## src/include/srsdr_pkg.sv

```systemverilog
`default_nettype none
package srsdr_pkg;
   // register byte addresses (one aligned word each)
   localparam logic [7:0] STATUS_TWO_IDX  = 8'h05;
   localparam logic [7:0] DATA_HIGH_IDX   = 8'h06;
   localparam logic [7:0] DATA_LOW_IDX    = 8'h07;
   localparam logic [7:0] STATUS_ONE_ADDR = 8'h04;
   localparam logic [7:0] STATUS_TWO_ADDR = STATUS_TWO_IDX * 8'h04;
   localparam logic [7:0] DATA_HIGH_ADDR  = DATA_HIGH_IDX * 8'h04;
   localparam logic [7:0] DATA_LOW_ADDR   = DATA_LOW_IDX * 8'h04;
   localparam logic [7:0] CONTROL_ADDR    = 8'h20;
   localparam logic [7:0] TX_STATUS_ADDR  = 8'h24;

   // status_one bit positions
   localparam int RX_FULL_BIT  = 5;
   localparam int OVERRUN_BIT  = 3;
   localparam int NOISE_BIT    = 2;
   localparam int FRAMING_BIT  = 1;
   localparam int PARITY_BIT   = 0;
   // status_two bit positions
   localparam int LONG_BREAK_BIT = 2;
   localparam int PIN_DIR_BIT    = 1;
   localparam int RX_ACTIVE_BIT  = 0;
   // data_high bit positions
   localparam int RX_NINTH_BIT = 7;
   localparam int TX_NINTH_BIT = 6;
   // control bit positions
   localparam int NINE_BIT_POS   = 0;
   localparam int PAR_EN_POS     = 1;
   localparam int PAR_TYPE_POS   = 2;
   localparam int SINGLE_WIRE_POS = 3;

   localparam logic [7:0] DATA_RESET = 8'h00;
   localparam logic [3:0] OVERSAMPLE = 4'hf;
   localparam logic [3:0] SHORT_BREAK_BITS = 4'ha;
   localparam logic [3:0] LONG_BREAK_BITS  = 4'hd;

   typedef enum logic [1:0] {
      RX_IDLE  = 2'b00,
      RX_START = 2'b01,
      RX_DATA  = 2'b10,
      RX_STOP  = 2'b11
   } srsdr_rx_state_t;

   typedef struct packed {
      logic       full;
      logic       overrun;
      logic       noise;
      logic       framing;
      logic       parity;
   } srsdr_flags_t;

   typedef struct packed {
      logic [8:0] data;
      logic       noise;
      logic       framing;
      logic       parity;
   } srsdr_frame_t;
endpackage
`default_nettype wire

```

## src/logic/srsdr_top.sv

```systemverilog
// Contract
// - noise flag sets together with receive-full, never on overrun.
// - noise flag clears by status_one read then data_low read.
// - framing flag sets on zero stop bit, with receive-full, not on overrun.
// - while framing flag set, no new data is accepted.
// - framing flag clears after status_one read showing it, then data_low read.
// - parity flag sets on parity mismatch when enabled, with receive-full.
// - parity flag clears by status_one read then data_low read.
// - only long-break and pin-direction bits of status_two are writable.
// - break length 10/11 bits when clear, 13/14 bits when set.
// - single-wire mode: direction bit 1 drives tx pin, 0 makes input.
// - receiver-active sets on low in first sample slot, clears on idle.
// - data reads give received character, writes load transmit buffer.
// - data_high bit 7 is received ninth bit, bit 6 transmit ninth.
// - transmit ninth bit persists until software rewrites it.
// - receive-full sets when a character moves into the data register.
// - overrun sets after second stop bit; frame discarded, old data kept.
// - character length bit selects 8 bits clear, 9 bits set.
`default_nettype none
module srsdr_top
   import srsdr_pkg::*;
#(
   parameter int DIV = 8
) (
   input  wire logic        clk,
   input  wire logic        sys_rst,
   input  wire logic        hsel,
   input  wire logic [31:0] haddr,
   input  wire logic [1:0]  htrans,
   input  wire logic        hwrite,
   input  wire logic [2:0]  hsize,
   input  wire logic [31:0] hwdata,
   input  wire logic        hready,
   output logic      [31:0] hrdata,
   output logic             hreadyout,
   output logic             hresp,
   input  wire logic        rxPin,
   output logic             txBufLoad,
   output logic      [8:0]  txBufData,
   output logic      [3:0]  breakBits,
   output logic             txPinOe
);
   if (DIV < 1 || DIV > 255) begin : g_div_check
      $error("DIV out of range");
   end

   logic [2:0]  rxSync_q;
   logic        rxLevel_q;
   logic        wrPend_q, rdPend_q;
   logic [7:0]  addr_q;
   logic [3:0]  ctrl_q;
   logic        longBreak_q, pinDir_q, rxActive_q;
   logic        txNinth_q;
   logic [8:0]  rxData_q;
   srsdr_flags_t flags_q;
   logic        armed_q;
   logic        s1ErrSeen_q;
   logic [7:0]  divCnt_q;
   logic        tick;
   srsdr_rx_state_t rxState_q;
   logic [3:0]  slot_q;
   logic [3:0]  bitIdx_q;
   logic [2:0]  smp_q;
   logic [8:0]  shift_q;
   logic        noiseAcc_q;
   logic [3:0]  idleCnt_q;
   logic        frameDone;
   srsdr_frame_t frame;
   logic        rdLow, rdS1;
   logic        majority;
   logic        parityCalc;
   logic [3:0]  dataBits;

   function automatic logic maj3(input logic [2:0] s);
      return (s[0] & s[1]) | (s[1] & s[2]) | (s[0] & s[2]);
   endfunction

   // three-stage pin input, level moves when the last two agree
   always_ff @(posedge clk) begin
      if (sys_rst) begin
         rxSync_q  <= 3'b111;
         rxLevel_q <= 1'b1;
      end else begin
         rxSync_q <= {rxSync_q[1:0], rxPin};
         if (rxSync_q[2] == rxSync_q[1]) begin
            rxLevel_q <= rxSync_q[2];
         end
      end
   end

   // ahb-lite slave, zero wait states
   always_ff @(posedge clk) begin
      if (sys_rst) begin
         wrPend_q <= 1'b0;
         rdPend_q <= 1'b0;
         addr_q   <= 8'h00;
      end else if (hready) begin
         wrPend_q <= hsel & htrans[1] & hwrite;
         rdPend_q <= hsel & htrans[1] & ~hwrite;
         addr_q   <= haddr[7:0];
      end
   end

   assign rdLow = rdPend_q && addr_q == DATA_LOW_ADDR;
   assign rdS1  = rdPend_q && addr_q == STATUS_ONE_ADDR;

   always_ff @(posedge clk) begin
      if (sys_rst) begin
         hreadyout <= 1'b1;
         hresp     <= 1'b0;
      end else begin
         hreadyout <= 1'b1;
         hresp     <= 1'b0;
      end
   end

   // read data registered in address phase so hrdata stands from a flop
   always_ff @(posedge clk) begin
      if (sys_rst) begin
         hrdata <= 32'h0000_0000;
      end else if (hready && hsel && htrans[1] && !hwrite) begin
         if (haddr[7:0] == STATUS_ONE_ADDR) begin
            hrdata <= {26'h000_0000, flags_q.full, 1'b0, flags_q.overrun,
                       flags_q.noise, flags_q.framing, flags_q.parity};
         end else if (haddr[7:0] == STATUS_TWO_ADDR) begin
            hrdata <= {29'h0000_0000, longBreak_q, pinDir_q, rxActive_q};
         end else if (haddr[7:0] == DATA_HIGH_ADDR) begin
            hrdata <= {24'h00_0000, rxData_q[8], txNinth_q, 6'h00};
         end else if (haddr[7:0] == DATA_LOW_ADDR) begin
            hrdata <= {24'h00_0000, rxData_q[7:0]};
         end else if (haddr[7:0] == CONTROL_ADDR) begin
            hrdata <= {28'h000_0000, ctrl_q};
         end else begin
            hrdata <= 32'h0000_0000;
         end
      end
   end

   // register writes
   always_ff @(posedge clk) begin
      if (sys_rst) begin
         ctrl_q      <= 4'h0;
         longBreak_q <= 1'b0;
         pinDir_q    <= 1'b0;
         txNinth_q   <= 1'b0;
      end else if (wrPend_q) begin
         if (addr_q == STATUS_TWO_ADDR) begin
            longBreak_q <= hwdata[LONG_BREAK_BIT];
            pinDir_q    <= hwdata[PIN_DIR_BIT];
         end else if (addr_q == DATA_HIGH_ADDR) begin
            txNinth_q <= hwdata[TX_NINTH_BIT];
         end else if (addr_q == CONTROL_ADDR) begin
            ctrl_q <= hwdata[3:0];
         end
      end
   end

   // writing data_low loads the transmit buffer with the held ninth bit in nine-bit mode, ninth bit 0 otherwise
   always_ff @(posedge clk) begin
      if (sys_rst) begin
         txBufLoad <= 1'b0;
         txBufData <= 9'h000;
      end else begin
         txBufLoad <= wrPend_q && addr_q == DATA_LOW_ADDR;
         if (wrPend_q && addr_q == DATA_LOW_ADDR) begin
            txBufData <= {txNinth_q & ctrl_q[NINE_BIT_POS], hwdata[7:0]};
         end
      end
   end

   always_ff @(posedge clk) begin
      if (sys_rst) begin
         breakBits <= SHORT_BREAK_BITS;
         txPinOe   <= 1'b1;
      end else begin
         // the tx engine adds one bit for 9-bit frames, giving 11 or 14
         breakBits <= longBreak_q ? LONG_BREAK_BITS : SHORT_BREAK_BITS;
         txPinOe   <= ctrl_q[SINGLE_WIRE_POS] ? pinDir_q : 1'b1;
      end
   end

   // sample tick: 16 per bit time
   always_ff @(posedge clk) begin
      if (sys_rst) begin
         divCnt_q <= 8'h00;
      end else if (divCnt_q == 8'(DIV - 1)) begin
         divCnt_q <= 8'h00;
      end else begin
         divCnt_q <= divCnt_q + 8'h01;
      end
   end
   assign tick = divCnt_q == 8'(DIV - 1);

   assign majority = maj3(smp_q);
   assign dataBits = ctrl_q[NINE_BIT_POS] ? 4'h9 : 4'h8;
   // parity bit included: xor of every received bit must equal the type bit
   assign parityCalc = ctrl_q[NINE_BIT_POS] ? ^shift_q : ^shift_q[8:1];

   // receive sequencer: samples at slots 7,8,9 of each bit
   always_ff @(posedge clk) begin
      if (sys_rst) begin
         rxState_q  <= RX_IDLE;
         slot_q     <= 4'h0;
         bitIdx_q   <= 4'h0;
         smp_q      <= 3'b111;
         shift_q    <= 9'h000;
         noiseAcc_q <= 1'b0;
      end else if (tick) begin
         slot_q <= slot_q + 4'h1;
         if (slot_q >= 4'h7 && slot_q <= 4'h9) begin
            smp_q <= {smp_q[1:0], rxLevel_q};
         end
         case (rxState_q)
            RX_IDLE: begin
               noiseAcc_q <= 1'b0;
               // slot runs on while idle so that idle bit-times can be counted
               if (!rxLevel_q && !flags_q.framing) begin
                  rxState_q <= RX_START;
                  slot_q    <= 4'h1;
               end
            end
            RX_START: begin
               if (slot_q == OVERSAMPLE) begin
                  if (majority) begin
                     rxState_q <= RX_IDLE;
                  end else begin
                     rxState_q <= RX_DATA;
                     bitIdx_q  <= 4'h0;
                     noiseAcc_q <= smp_q != 3'b000;
                  end
               end
            end
            RX_DATA: begin
               if (slot_q == OVERSAMPLE) begin
                  shift_q    <= {majority, shift_q[8:1]};
                  noiseAcc_q <= noiseAcc_q | (smp_q != 3'b000 && smp_q != 3'b111);
                  bitIdx_q   <= bitIdx_q + 4'h1;
                  if (bitIdx_q == dataBits - 4'h1) begin
                     rxState_q <= RX_STOP;
                  end
               end
            end
            RX_STOP: begin
               if (slot_q == OVERSAMPLE) begin
                  rxState_q <= RX_IDLE;
               end
            end
            default: rxState_q <= RX_IDLE;
         endcase
      end
   end

   assign frameDone = tick && rxState_q == RX_STOP && slot_q == OVERSAMPLE;
   always_comb begin
      frame.data    = ctrl_q[NINE_BIT_POS] ? shift_q : {1'b0, shift_q[8:1]};
      frame.noise   = noiseAcc_q | (smp_q != 3'b000 && smp_q != 3'b111);
      frame.framing = ~majority;
      frame.parity  = ctrl_q[PAR_EN_POS] && (parityCalc != ctrl_q[PAR_TYPE_POS]);
   end

   // receiver-active: low in first slot sets, one idle character clears
   always_ff @(posedge clk) begin
      if (sys_rst) begin
         rxActive_q <= 1'b0;
         idleCnt_q  <= 4'h0;
      end else if (tick) begin
         if (rxState_q == RX_IDLE && !rxLevel_q) begin
            rxActive_q <= 1'b1;
            idleCnt_q  <= 4'h0;
         end else if (rxState_q == RX_IDLE && slot_q == OVERSAMPLE) begin
            if (idleCnt_q == dataBits + 4'h1) begin
               rxActive_q <= 1'b0;
            end else begin
               idleCnt_q <= idleCnt_q + 4'h1;
            end
         end
      end
   end

   // status_one read arms the clear; a set in the same cycle outranks it
   always_ff @(posedge clk) begin
      if (sys_rst) begin
         armed_q     <= 1'b0;
         s1ErrSeen_q <= 1'b0;
      end else if (rdS1) begin
         armed_q     <= 1'b1;
         s1ErrSeen_q <= flags_q.framing;
      end else if (rdLow) begin
         armed_q <= 1'b0;
      end
   end

   always_ff @(posedge clk) begin
      if (sys_rst) begin
         flags_q  <= '0;
         rxData_q <= DATA_RESET;
      end else if (frameDone && !flags_q.full) begin
         rxData_q        <= frame.data;
         flags_q.full    <= 1'b1;
         flags_q.noise   <= frame.noise;
         flags_q.framing <= frame.framing;
         flags_q.parity  <= frame.parity;
      end else if (frameDone) begin
         flags_q.overrun <= 1'b1;
         if (rdLow && armed_q) begin
            flags_q.full    <= 1'b0;
            flags_q.noise   <= 1'b0;
            flags_q.framing <= flags_q.framing & ~s1ErrSeen_q;
            flags_q.parity  <= 1'b0;
         end
      end else if (rdLow && armed_q) begin
         flags_q.full    <= 1'b0;
         flags_q.overrun <= 1'b0;
         flags_q.noise   <= 1'b0;
         flags_q.framing <= flags_q.framing & ~s1ErrSeen_q;
         flags_q.parity  <= 1'b0;
      end
   end

   a_noise_with_full: assert property (@(posedge clk) disable iff (sys_rst)
      $rose(flags_q.noise) |-> $rose(flags_q.full))
      else $error("noise flag rose without receive-full");
   a_framing_with_full: assert property (@(posedge clk) disable iff (sys_rst)
      $rose(flags_q.framing) |-> $rose(flags_q.full))
      else $error("framing flag rose without receive-full");
   a_framing_blocks_rx: assert property (@(posedge clk) disable iff (sys_rst)
      flags_q.framing && rxState_q == RX_IDLE |=> rxState_q == RX_IDLE)
      else $error("reception started with framing flag set");
   a_parity_gated: assert property (@(posedge clk) disable iff (sys_rst)
      $rose(flags_q.parity) |-> $past(ctrl_q[PAR_EN_POS]) && $rose(flags_q.full))
      else $error("parity flag set while disabled");
   a_clear_needs_pair: assert property (@(posedge clk) disable iff (sys_rst)
      $fell(flags_q.noise) |-> $past(rdLow) && $past(armed_q))
      else $error("noise flag cleared without the two-step access");
   a_overrun_keeps: assert property (@(posedge clk) disable iff (sys_rst)
      frameDone && flags_q.full |=> $stable(rxData_q) && flags_q.overrun)
      else $error("overrun frame disturbed data");
   a_s2_write_mask: assert property (@(posedge clk) disable iff (sys_rst)
      wrPend_q && addr_q == STATUS_TWO_ADDR |=> longBreak_q == $past(hwdata[LONG_BREAK_BIT])
      && pinDir_q == $past(hwdata[PIN_DIR_BIT]))
      else $error("status_two writable bits not stored");
   a_break_length: assert property (@(posedge clk) disable iff (sys_rst)
      ##1 breakBits == ($past(longBreak_q) ? LONG_BREAK_BITS : SHORT_BREAK_BITS))
      else $error("break length wrong");
   a_pin_direction: assert property (@(posedge clk) disable iff (sys_rst)
      ctrl_q[SINGLE_WIRE_POS] && !pinDir_q ##1 ctrl_q[SINGLE_WIRE_POS] && !pinDir_q
      |-> !txPinOe)
      else $error("tx pin driven as input");
   a_ninth_held: assert property (@(posedge clk) disable iff (sys_rst)
      !(wrPend_q && addr_q == DATA_HIGH_ADDR) |=> $stable(txNinth_q))
      else $error("transmit ninth bit changed without write");
endmodule
`default_nettype wire

```

## config.mk

```make
export PLATFORM = sky130hd
export DESIGN_NAME = srsdr_top
export DESIGN_NICKNAME = d
export VERILOG_FILES = /design/src/include/srsdr_pkg.sv /design/src/logic/srsdr_top.sv
export SDC_FILE = /design/constraint.sdc
export NUM_CORES = 1
export LEC_CHECK = 0
export ABC_AREA = 1
export BUFFER_PORTS_ARGS = -buffer_cell sky130_fd_sc_hd__buf_2
export CAP_MARGIN = 20
export CORE_ASPECT_RATIO = 1.1
export CORE_UTILIZATION = 25
export CTS_BUF_LIST = sky130_fd_sc_hd__clkbuf_16
export DETAILED_ROUTE_END_ITERATION = 16
export PLACE_DENSITY = 0.56
export SYNTH_ARGS = -nofsm -noshare
export SYNTH_HDL_FRONTEND = slang
export SYNTH_SLANG_ARGS = --single-unit
```

## constraint.sdc

```tcl
create_clock -name clk -period 2.1 [get_ports clk]
set_input_delay 0.105 -clock clk [delete_from_list [all_inputs] [get_ports clk]]
set_output_delay 0.105 -clock clk [all_outputs]
set_load 0.02 [all_outputs]
```

==> flow_summary.toml, run 1 <==
[sta]
worstMarginPinSlew_ps = 551
finalSetupTns_ps = 0
hold_viol_final = 0
whs_ps = 14.2
timing.fmax_mhz = 554
period_share_pct = 86.0
finalClockSkew_ps = 10.4
rsz0062_at_grt = "no"
maxSlewHeadroom_pct = 63.0
post-route-min-period_ps = 1810
drv_slew = 0
setup_viol = 0

[route]
wl_per_cell_um = 11.1
drc = 0
postRouteAntennaNets = 0
wirelength_um = 10100
drt_iter0_markers = 165
via_per_inst = 4.30
via_count = 3922
firstDrtPassIters = 4

[synth]
async_flop_share_pct = 0
synth-edff-count = 0
synthesis.area_um2 = 4570
ys_warn_count = 0
yosysSeqAreaShare_pct = 41.1
synth_flop_cell = "dfxtp_1"
synth.ff_latch_count = 94
yosysUniqueCellTypes = 46
syn_avg_cell_area_um2 = 7.34
syn_inst = 623

[die]
die_area_um2 = 18800
dieHeight_um = 144
initial_core_util_pct = 25.7
rows = 51
core_um2 = 17800
fp.dieW_um = 131
io_pins = 124

[cells_and_area]
drive_gt1_share_pct = 12.6
diodes = 0
layout.nets = 755
syn_to_final_growth_pct = 16.0
fillers = 1907

[critical_path]
slowest_stage = "dfxtp_1"
arrival_ps = 2030
required_ps = 2320
max_stage_delay_ps = 350
worst_setup_path_end_kind = "flip-flop"
crit_chain = "ha_1 -> nand2_1 -> inv_1 -> nand3_4 -> buf_4 -> a211oi_1 -> nand2_1 -> nor2_1 -> o21ai_0 -> o21ai_0 -> nor2_1"
worstSetupStartpointType = "flip-flop"
cp.buffers_inverters = 2
crit_fanout = 6
crit_family = "simple AND/OR/NAND/NOR gates"
path_class = "flip-flop to flip-flop"

[global_routing]
grt_pass1_vias = 3497
antenna_found_initial = 0
grt_first_pass_wirelength_um = 16400
grt_usage_pct = 11.2
overflow = 0
grt_max_degree = 31

[clocking]
cts_htree_levels = 3
tritoncts = "built"
clock_tree.buffer_depth = 2
cts_resized = 0
worstSkewPairLatency_ps = 350
cts.sink_count = 94
cts.clk_slew.worst_paths_ps = 70
cts_setup_buffers = 0
cts-root-buf = "clkbuf_16"
cts-buffers-inserted = 9

[placement]
gp_congestion = 0.751
io_buffers = 44
hpwl_um = 7610

[flow_run]
cap_violations = 0

[power]
p_per_area_nw_per_um2 = 691
power_mw = 3.66
peakVddDrop_v = 0.000345
p_leak_nw = 2.21

[status]
status = "completed"

[min_path]
hp-class = "primary input to flip-flop"
-- synthesized netlist by cell type, types with 8 or more instances --
| library cell | number | share of area [%] |
|---|---|---|
| nand2_1 | 113 | 9.3 |
| buf_4 | 28 | 4.6 |
| nor2_1 | 47 | 3.9 |
| inv_1 | 76 | 6.2 |
| dfxtp_1 | 94 | 41 |
| clkbuf_1 | 13 | 1.1 |
| nor3_1 | 11 | 1.2 |
| o21ai_0 | 52 | 5.7 |
| nand3_1 | 36 | 3.9 |
| ha_1 | 11 | 3.0 |
| nand4_1 | 8 | 1.1 |
| a21oi_1 | 64 | 7.0 |
| a211oi_1 | 8 | 1.3 |
-- placed cells by master (no fill, tap or decap), types with 2 or more instances in the layout --
master,instances
o211ai_1,4
nor3b_1,2
dlygate4sd3_1,2
a21oi_1,64
or2_2,3
buf_2,44
clkinv_1,2
clkbuf_16,9
buf_4,13
nand2_1,113
nand3_1,36
nor3_4,2
a221oi_1,2
o221ai_1,2
o22ai_1,7
inv_1,77
xor2_1,2
nor3_1,11
nor4_1,2
nor2_1,47
xnor2_1,5
nand4_1,8
ha_1,11
a211oi_1,8
clkinvlp_4,2
o21ai_0,52
and3_1,2
conb_1,27
dfxtp_1,94
-- worst min-delay path, cell delays in order --
cell     delay [ps]
buf_2            90
nand3_1          70
a21oi_1          50
-- area by class of cell --
cell class / instances / area [um^2] / share of cell area [%]
Clock inverter: 7 / 73.8 / 1.39
Clock buffer: 9 / 225 / 4.25
Timing Repair Buffer: 59 / 338 / 6.37
Inverter: 79 / 302 / 5.69
Sequential cell: 94 / 1880 / 35.5
Multi-Input combinational cell: 426 / 2190 / 41.2
Tap cell: 238 / 298 / 5.61
-- what timing repair did --
action | CTS | global route
endpoints found under the hold margin | 2 | 0
hold buffers | 2 | 0
setup endpoints to repair | 0 | 0
-- kinds of logic (layout without fill, tap and decap cells) --
group	count (synthesis)	count (layout)	share of synthesized area, %
fa+ha+maj	11	11	3.01
other cells	2	27	0.164
xor+xnor	7	7	1.34
compound gates	146	146	17.7
buf+inv	128	154	13.1
simple gates	235	235	23.5
flops	94	94	41.1
-- through the flow --
step / cells / instance area (um^2) / utilization [%] / setup WS, ps
2_1_floorplan: 648 / 4670 / - / 416
3_3_place_gp: 894 / 4980 / 28.0 / 298
3_5_place_dp: 894 / 4980 / 28.0 / 286
4_1_cts: 912 / 5300 / 29.8 / 260
5_1_grt: 912 / 5300 / 29.8 / 75.2
6_report: 912 / 5300 / 29.8 / 295
-- power by group --
group | leakage (nW) | internal, mW | switching [mW] | total (mW)
registers | 0.761 | 1.80 | 0.0122 | 1.82
clock network | 0.145 | 0.929 | 0.722 | 1.65
logic | 1.30 | 0.0530 | 0.143 | 0.196
total | 2.21 | 2.79 | 0.877 | 3.66
-- flip-flops by register name, indices dropped and copies added, names as in the netlist, 2 cells and up, named ones only --
signal and count:
divCnt_q 8, slot_q 4, hrdata 8, flags_q 5, txBufData 9, smp_q 3, rxSync_q 3, addr_q 8
shift_q 9, idleCnt_q 4, rxData_q 9, breakBits 2, ctrl_q 4, bitIdx_q 4
-- per-layer routing --
metal | track usage (%) | routed length, um | up-vias | share of wire [%]
met5 | 0 | 0 | - | 0
met3 | 1.90 | 298 | 14 | 3.0
met4 | 5.63 | 199 | 0 | 2.0
met1 | 14.1 | 4870 | 1750 | 48
met2 | 18.4 | 4730 | 60 | 47
li1 | - | - | 2098 | -
-- final timing paths --
check | startpoint | to | slack, ps | depth (start not counted)
min reg2reg | rxSync_q[0] | rxSync_q[1] | 410 | 1
max | divCnt_q[0] | flip-flop | 290 | 11
min | hwdata[4] | txBufData[4] | 10 | 3
max reg2reg | divCnt_q[0] | flip-flop | 290 | 11
Power figures use the tool's default switching activity.
==> run 2, diff against run 1 <==
Settings changed: CORE_MARGIN from default to 8.
==> run 2 against run 1 <==
  * Core utilization decreased by 0.83 points
  * Cell area down 0.90%
  * Final cell count fell by 0.22%
  * Sequential cell count stayed put
  * Via count is 0.82% lower
  * Non-clock buffer count down 5
  * Routed wire length is 3.8% higher
  * Power shrank 2.2%
  * Hold slack better by 8.6 ps
==> flow_summary.toml, run 2 (synthesized netlist as in run 1, its figures left out) <==
[critical_path]
worst_setup_path_end_kind = "flip-flop"
required_ps = 2380
crit_fanout = 24
timing.rr.start = "slot_q[0]"
worstSetupStartpoint = "slot_q[0]"
path_class = "flip-flop to flip-flop"
rr_worst_depth = 7
r2r_slack_ps = 280
worstSetupStartpointType = "flip-flop"
crit_path_end = "flags_q[3]"
arrival_ps = 2100
r2r_end = "flags_q[3]"

[power]
peakVddDrop_v = 0.000364
power_mw = 3.58
p_leak_nw = 2.19
p_per_area_nw_per_um2 = 682

[route]
via_per_inst = 4.27
wirelength_um = 10500
wl_per_cell_um = 11.5
drt_iter0_markers = 226
firstDrtPassIters = 4
via_count = 3890
postRouteAntennaNets = 0
drc = 0

[placement]
io_buffers = 44
hpwl_um = 7860
gp_congestion = 0.734
post_dp_cell_area_um2 = 4960

[sta]
setup_viol = 0
drv_slew = 0
finalSetupTns_ps = 0
timing.fmax_mhz = 550
period_share_pct = 86.6
finalClockSkew_ps = 9.32
hold_viol_final = 0
post-route-min-period_ps = 1820
whs_ps = 22.8
rsz0062_at_grt = "no"

[clocking]
tritoncts = "built"
cts.sink_count = 94
worstSkewPairLatency_ps = 340
cts.clk_slew.worst_paths_ps = 60
cts_setup_buffers = 0
cts-buffers-inserted = 9
cts-root-buf = "clkbuf_16"
clock_tree.buffer_depth = 2
cts_htree_levels = 3

[global_routing]
grt_pass1_vias = 3645
antenna_found_initial = 0
grt_usage_pct = 9.28
grt_first_pass_wirelength_um = 17600
grt_max_degree = 47
overflow = 0

[cells_and_area]
layout_common_cells = "112 x nand2_1, 94 x dfxtp_1, 77 x inv_1, 64 x a21oi_1, 52 x o21ai_0"
design_area_um2 = 5260
drive_gt1_share_pct = 12.0
multi_input_area_um2 = 2190
register_area_um2 = 1880
layout.nets = 750
syn_to_final_growth_pct = 14.9
final_util_pct = 29.0
fillers = 1990
diodes = 0
largestRegisters = "rxData_q x9, shift_q x9, txBufData x9"
final_common_cell = "nand2_1"

[die]
dieHeight_um = 158
die_area_um2 = 22900
core_um2 = 18200
rows = 52
initial_core_util_pct = 25.2
fp.dieW_um = 145
io_pins = 124

[status]
status = "completed"

[flow_run]
cap_violations = 0

[min_path]
hp-class = "primary input to flip-flop"
## run 2: cell types whose count changed in the layout (fill, tap and decap cells not counted)
cell | before | now
buf_4 | 13 | 9
clkinv_2 | 1 | 2
clkinvlp_4 | 2 | 0
dlygate4sd3_1 | 2 | 1
inv_8 | 1 | 0
nand2_1 | 113 | 112
nand2_4 | 0 | 1
## run 2: cell type report
type / instances / share of cell area [%]
clock buffer: 9 / 4.28
timing repair buffer: 54 / 5.67
sequential: 94 / 35.8
inverter: 79 / 5.74
clock inverter: 5 / 1.00
tap: 243 / 5.78
multi-input combinational: 426 / 41.7
## run 2: how the worst min path moves through the flow
| stage | startpoint | endpoint | slack [ps] | cells past startpoint |
|---|---|---|---|---|
| detailed placement | rxPin | rxSync_q[0] | 300 | 2 |
| global placement | rxPin | rxSync_q[0] | 290 | 2 |
| finish | haddr[1] | addr_q[1] | 20 | 3 |
| global route | hwdata[5] | txBufData[5] | 20 | 3 |
| floorplan | rxPin | rxSync_q[0] | 210 | 1 |
| CTS | haddr[1] | addr_q[1] | 10 | 3 |
## run 2: routing by layer
metal / global-route usage (%) / share of wire (%) / wire length, um / vias to the layer above
met3: 3.20 / 4.4 / 461 / 9
met2: 15.6 / 47 / 4940 / 59
met5: 0 / 0 / 0 / -
li1: - / - / - / 2085
met1: 11.0 / 47 / 4950 / 1737
met4: 2.76 / 1.2 / 128 / 0
## run 2: power by group
| part | total [mW] | leakage, nW | internal [mW] | switching, mW |
|---|---|---|---|---|
| Clock | 1.57 | 0.143 | 0.905 | 0.666 |
| Combinational | 0.195 | 1.29 | 0.0519 | 0.143 |
| Sequential | 1.82 | 0.761 | 1.81 | 0.0129 |
| Total | 3.58 | 2.19 | 2.76 | 0.823 |
## run 2: what timing repair did
| item | 4_1_cts | 5_1_grt |
|---|---|---|
| endpoints found under the hold margin | 1 | 0 |
| resized for setup | 0 | 2 |
| setup endpoints to repair | 0 | 14 |
| hold buffers | 1 | 0 |
## run 2: critical path: stages (launching register included)
cell     delay (ps)
dfxtp_1         390
ha_1            200
nand3_1         240
nor3_4          360
nand2_4         220
nand4_1         170
nand2_1          60
a21oi_1         110
## run 2: stage by stage
stage	setup WS, ps	instances
2_1_floorplan	416	648
4_1_cts	152	910
5_1_grt	20.3	910
6_report	281	910
3_3_place_gp	194	895
3_5_place_dp	175	895
==> run 3, diff against run 2 <==
Settings changed: CORE_MARGIN 8 to 1.5.
==> run 3 against run 2 <==
  * Setup slack got worse by 74 ps
  * Clock skew about the same
  * Via count increased by 1.7%
  * Die area decreased by 16%
  * Clock power increased by 13%
  * Sequential power about the same
  * Fmax decreased by 3.9%
  * Sequential share of layout area decreased by 0.40 points
  * Non-clock buffer count increased by 4
  * Largest power group unchanged
  * Highest routed layer unchanged
==> flow_summary.toml, run 3 (synthesized netlist as in run 1, its figures left out) <==
[sta]
setup_viol = 0
rsz0062_at_grt = "no"
drv_slew = 0
finalSetupTns_ps = 0
timing.fmax_mhz = 528
maxSlewHeadroom_pct = 62.7
finalClockSkew_ps = 9.81
post-route-min-period_ps = 1890
worstMarginPinSlew_ps = 555
period_share_pct = 90.1
hold_viol_final = 0

[placement]
post_dp_cell_area_um2 = 4980
hpwl_um = 7650
gp_congestion = 0.747
io_buffers = 44
place_inst = 894

[critical_path]
cp.buffers_inverters = 0
arrival_ps = 2100
required_ps = 2310
max_stage_delay_ps = 380
worst-path-stages = 6
crit_fanout = 18
rr_worst_depth = 6
worstSetupStartpointType = "flip-flop"
slowest_stage = "dfxtp_1"
path_class = "flip-flop to flip-flop"
crit_family = "simple AND/OR/NAND/NOR gates"
worst_setup_path_end_kind = "flip-flop"
crit_chain = "ha_1 -> nand3_1 -> nor2_2 -> nand2_1 -> o21ai_0 -> a21oi_1"

[cells_and_area]
drive_gt1_share_pct = 12.6
layout.nets = 754
diodes = 0
final_cells = 911
design_area_um2 = 5320
syn_to_final_growth_pct = 16.2
layout_common_cells = "113 x nand2_1, 94 x dfxtp_1, 77 x inv_1, 64 x a21oi_1, 52 x o21ai_0"
largestRegisters = "rxData_q x9, shift_q x9, txBufData x9"
final_common_cell = "nand2_1"

[clocking]
cts_htree_levels = 3
cts_setup_buffers = 0
cts.clk_slew.worst_paths_ps = 70
worstSkewPairLatency_ps = 350
tritoncts = "built"
clock_tree.buffer_depth = 2
cts.sink_count = 94
cts-buffers-inserted = 9
cts-root-buf = "clkbuf_16"

[route]
wirelength_um = 10400
via_per_inst = 4.34
wl_per_cell_um = 11.4
drc = 0
via_count = 3955
drt_iter0_markers = 224
postRouteAntennaNets = 0
firstDrtPassIters = 5

[power]
peakVddDrop_v = 0.000358
p_int_mw = 2.91
p_leak_nw = 2.22
seqPwrFrac_pct = 48.0
p_switching_uw = 877
clock_power_share_pct = 46.8
p_sw_share_pct = 23.2
p_per_area_nw_per_um2 = 712
combPwrFrac_pct = 5.2

[status]
status = "completed"

[die]
core_um2 = 17800
die_area_um2 = 19100
initial_core_util_pct = 25.7
fp.dieW_um = 132
io_pins = 124
rows = 51
dieHeight_um = 145

[min_path]
hp-class = "primary input to flip-flop"
min_path_cells = 3

[global_routing]
antenna_found_initial = 0
grt_first_pass_wirelength_um = 17200
grt_usage_pct = 11.2
grt_pass1_vias = 3607
grt_max_degree = 31
overflow = 0

[flow_run]
cap_violations = 0
## run 3: changes by cell type in the layout (fill, tap and decap cells not counted)
| cell | previous run | this run |
|---|---|---|
| buf_4 | 9 | 13 |
| inv_6 | 1 | 3 |
| bufinv_16 | 1 | 2 |
| clkinv_2 | 2 | 1 |
| nand2_1 | 112 | 113 |
| nand2_4 | 1 | 0 |
## run 3: stage by stage
step	hold slack, ps	power (mW)	utilization [%]	setup slack (ps)
finish	17.6	3.78	29.9	208
global route	24.7	3.93	29.9	6.80
CTS	14.1	3.83	29.9	195
detailed placement	291	2.05	28.0	255
global placement	294	2.05	28.0	299
floorplan	209	2.03	-	416
## run 3: path summary, 6_finish.rpt
path	slack (ps)	end	startpoint
worst max-delay path	210	shift_q[2]	slot_q[0]
worst min register to register	410	txPinOe	ctrl_q[3]
worst min-delay path	20	addr_q[1]	haddr[1]
worst max register to register	210	shift_q[2]	slot_q[0]
## run 3: what timing repair did
action                                 4_1_cts  5_1_grt
hold buffers                                 1        0
setup endpoints to repair                    0        0
resized for setup                            0        0
endpoints found under the hold margin        1        0
## run 3: worst reg2reg max path: cells and delay by family, from the launching register on
kind	cells	cell delay (ps)
flip-flops	1	380
AO/OA/AOI/OAI	2	350
adder cells (fa/ha/maj)	1	210
AND/OR/NAND/NOR	3	810
## run 3: per-layer routing
layer  wire [um]  track usage (%)
met1        5090             14.0
met2        4820             19.0
met3         280             1.88
met4         172             4.85
met5           0                0
## run 3: cell type report
cell class                      count  area (um^2)
Fill cell                        1943        12500
Clock inverter                      7         95.1
Timing Repair Buffer               58          328
Inverter                           79          302
Tap cell                          238          298
Multi-Input combinational cell    426         2190
Clock buffer                        9          225
Sequential cell                    94         1880
## run 3: power by group through the flow
stage	Clock, mW	Combinational [mW]	Sequential, mW
2_1_floorplan	0	0.167	1.86
3_3_place_gp	0	0.192	1.86
3_5_place_dp	0	0.195	1.86
4_1_cts	1.82	0.197	1.82
5_1_grt	1.89	0.221	1.82
6_report	1.77	0.196	1.82
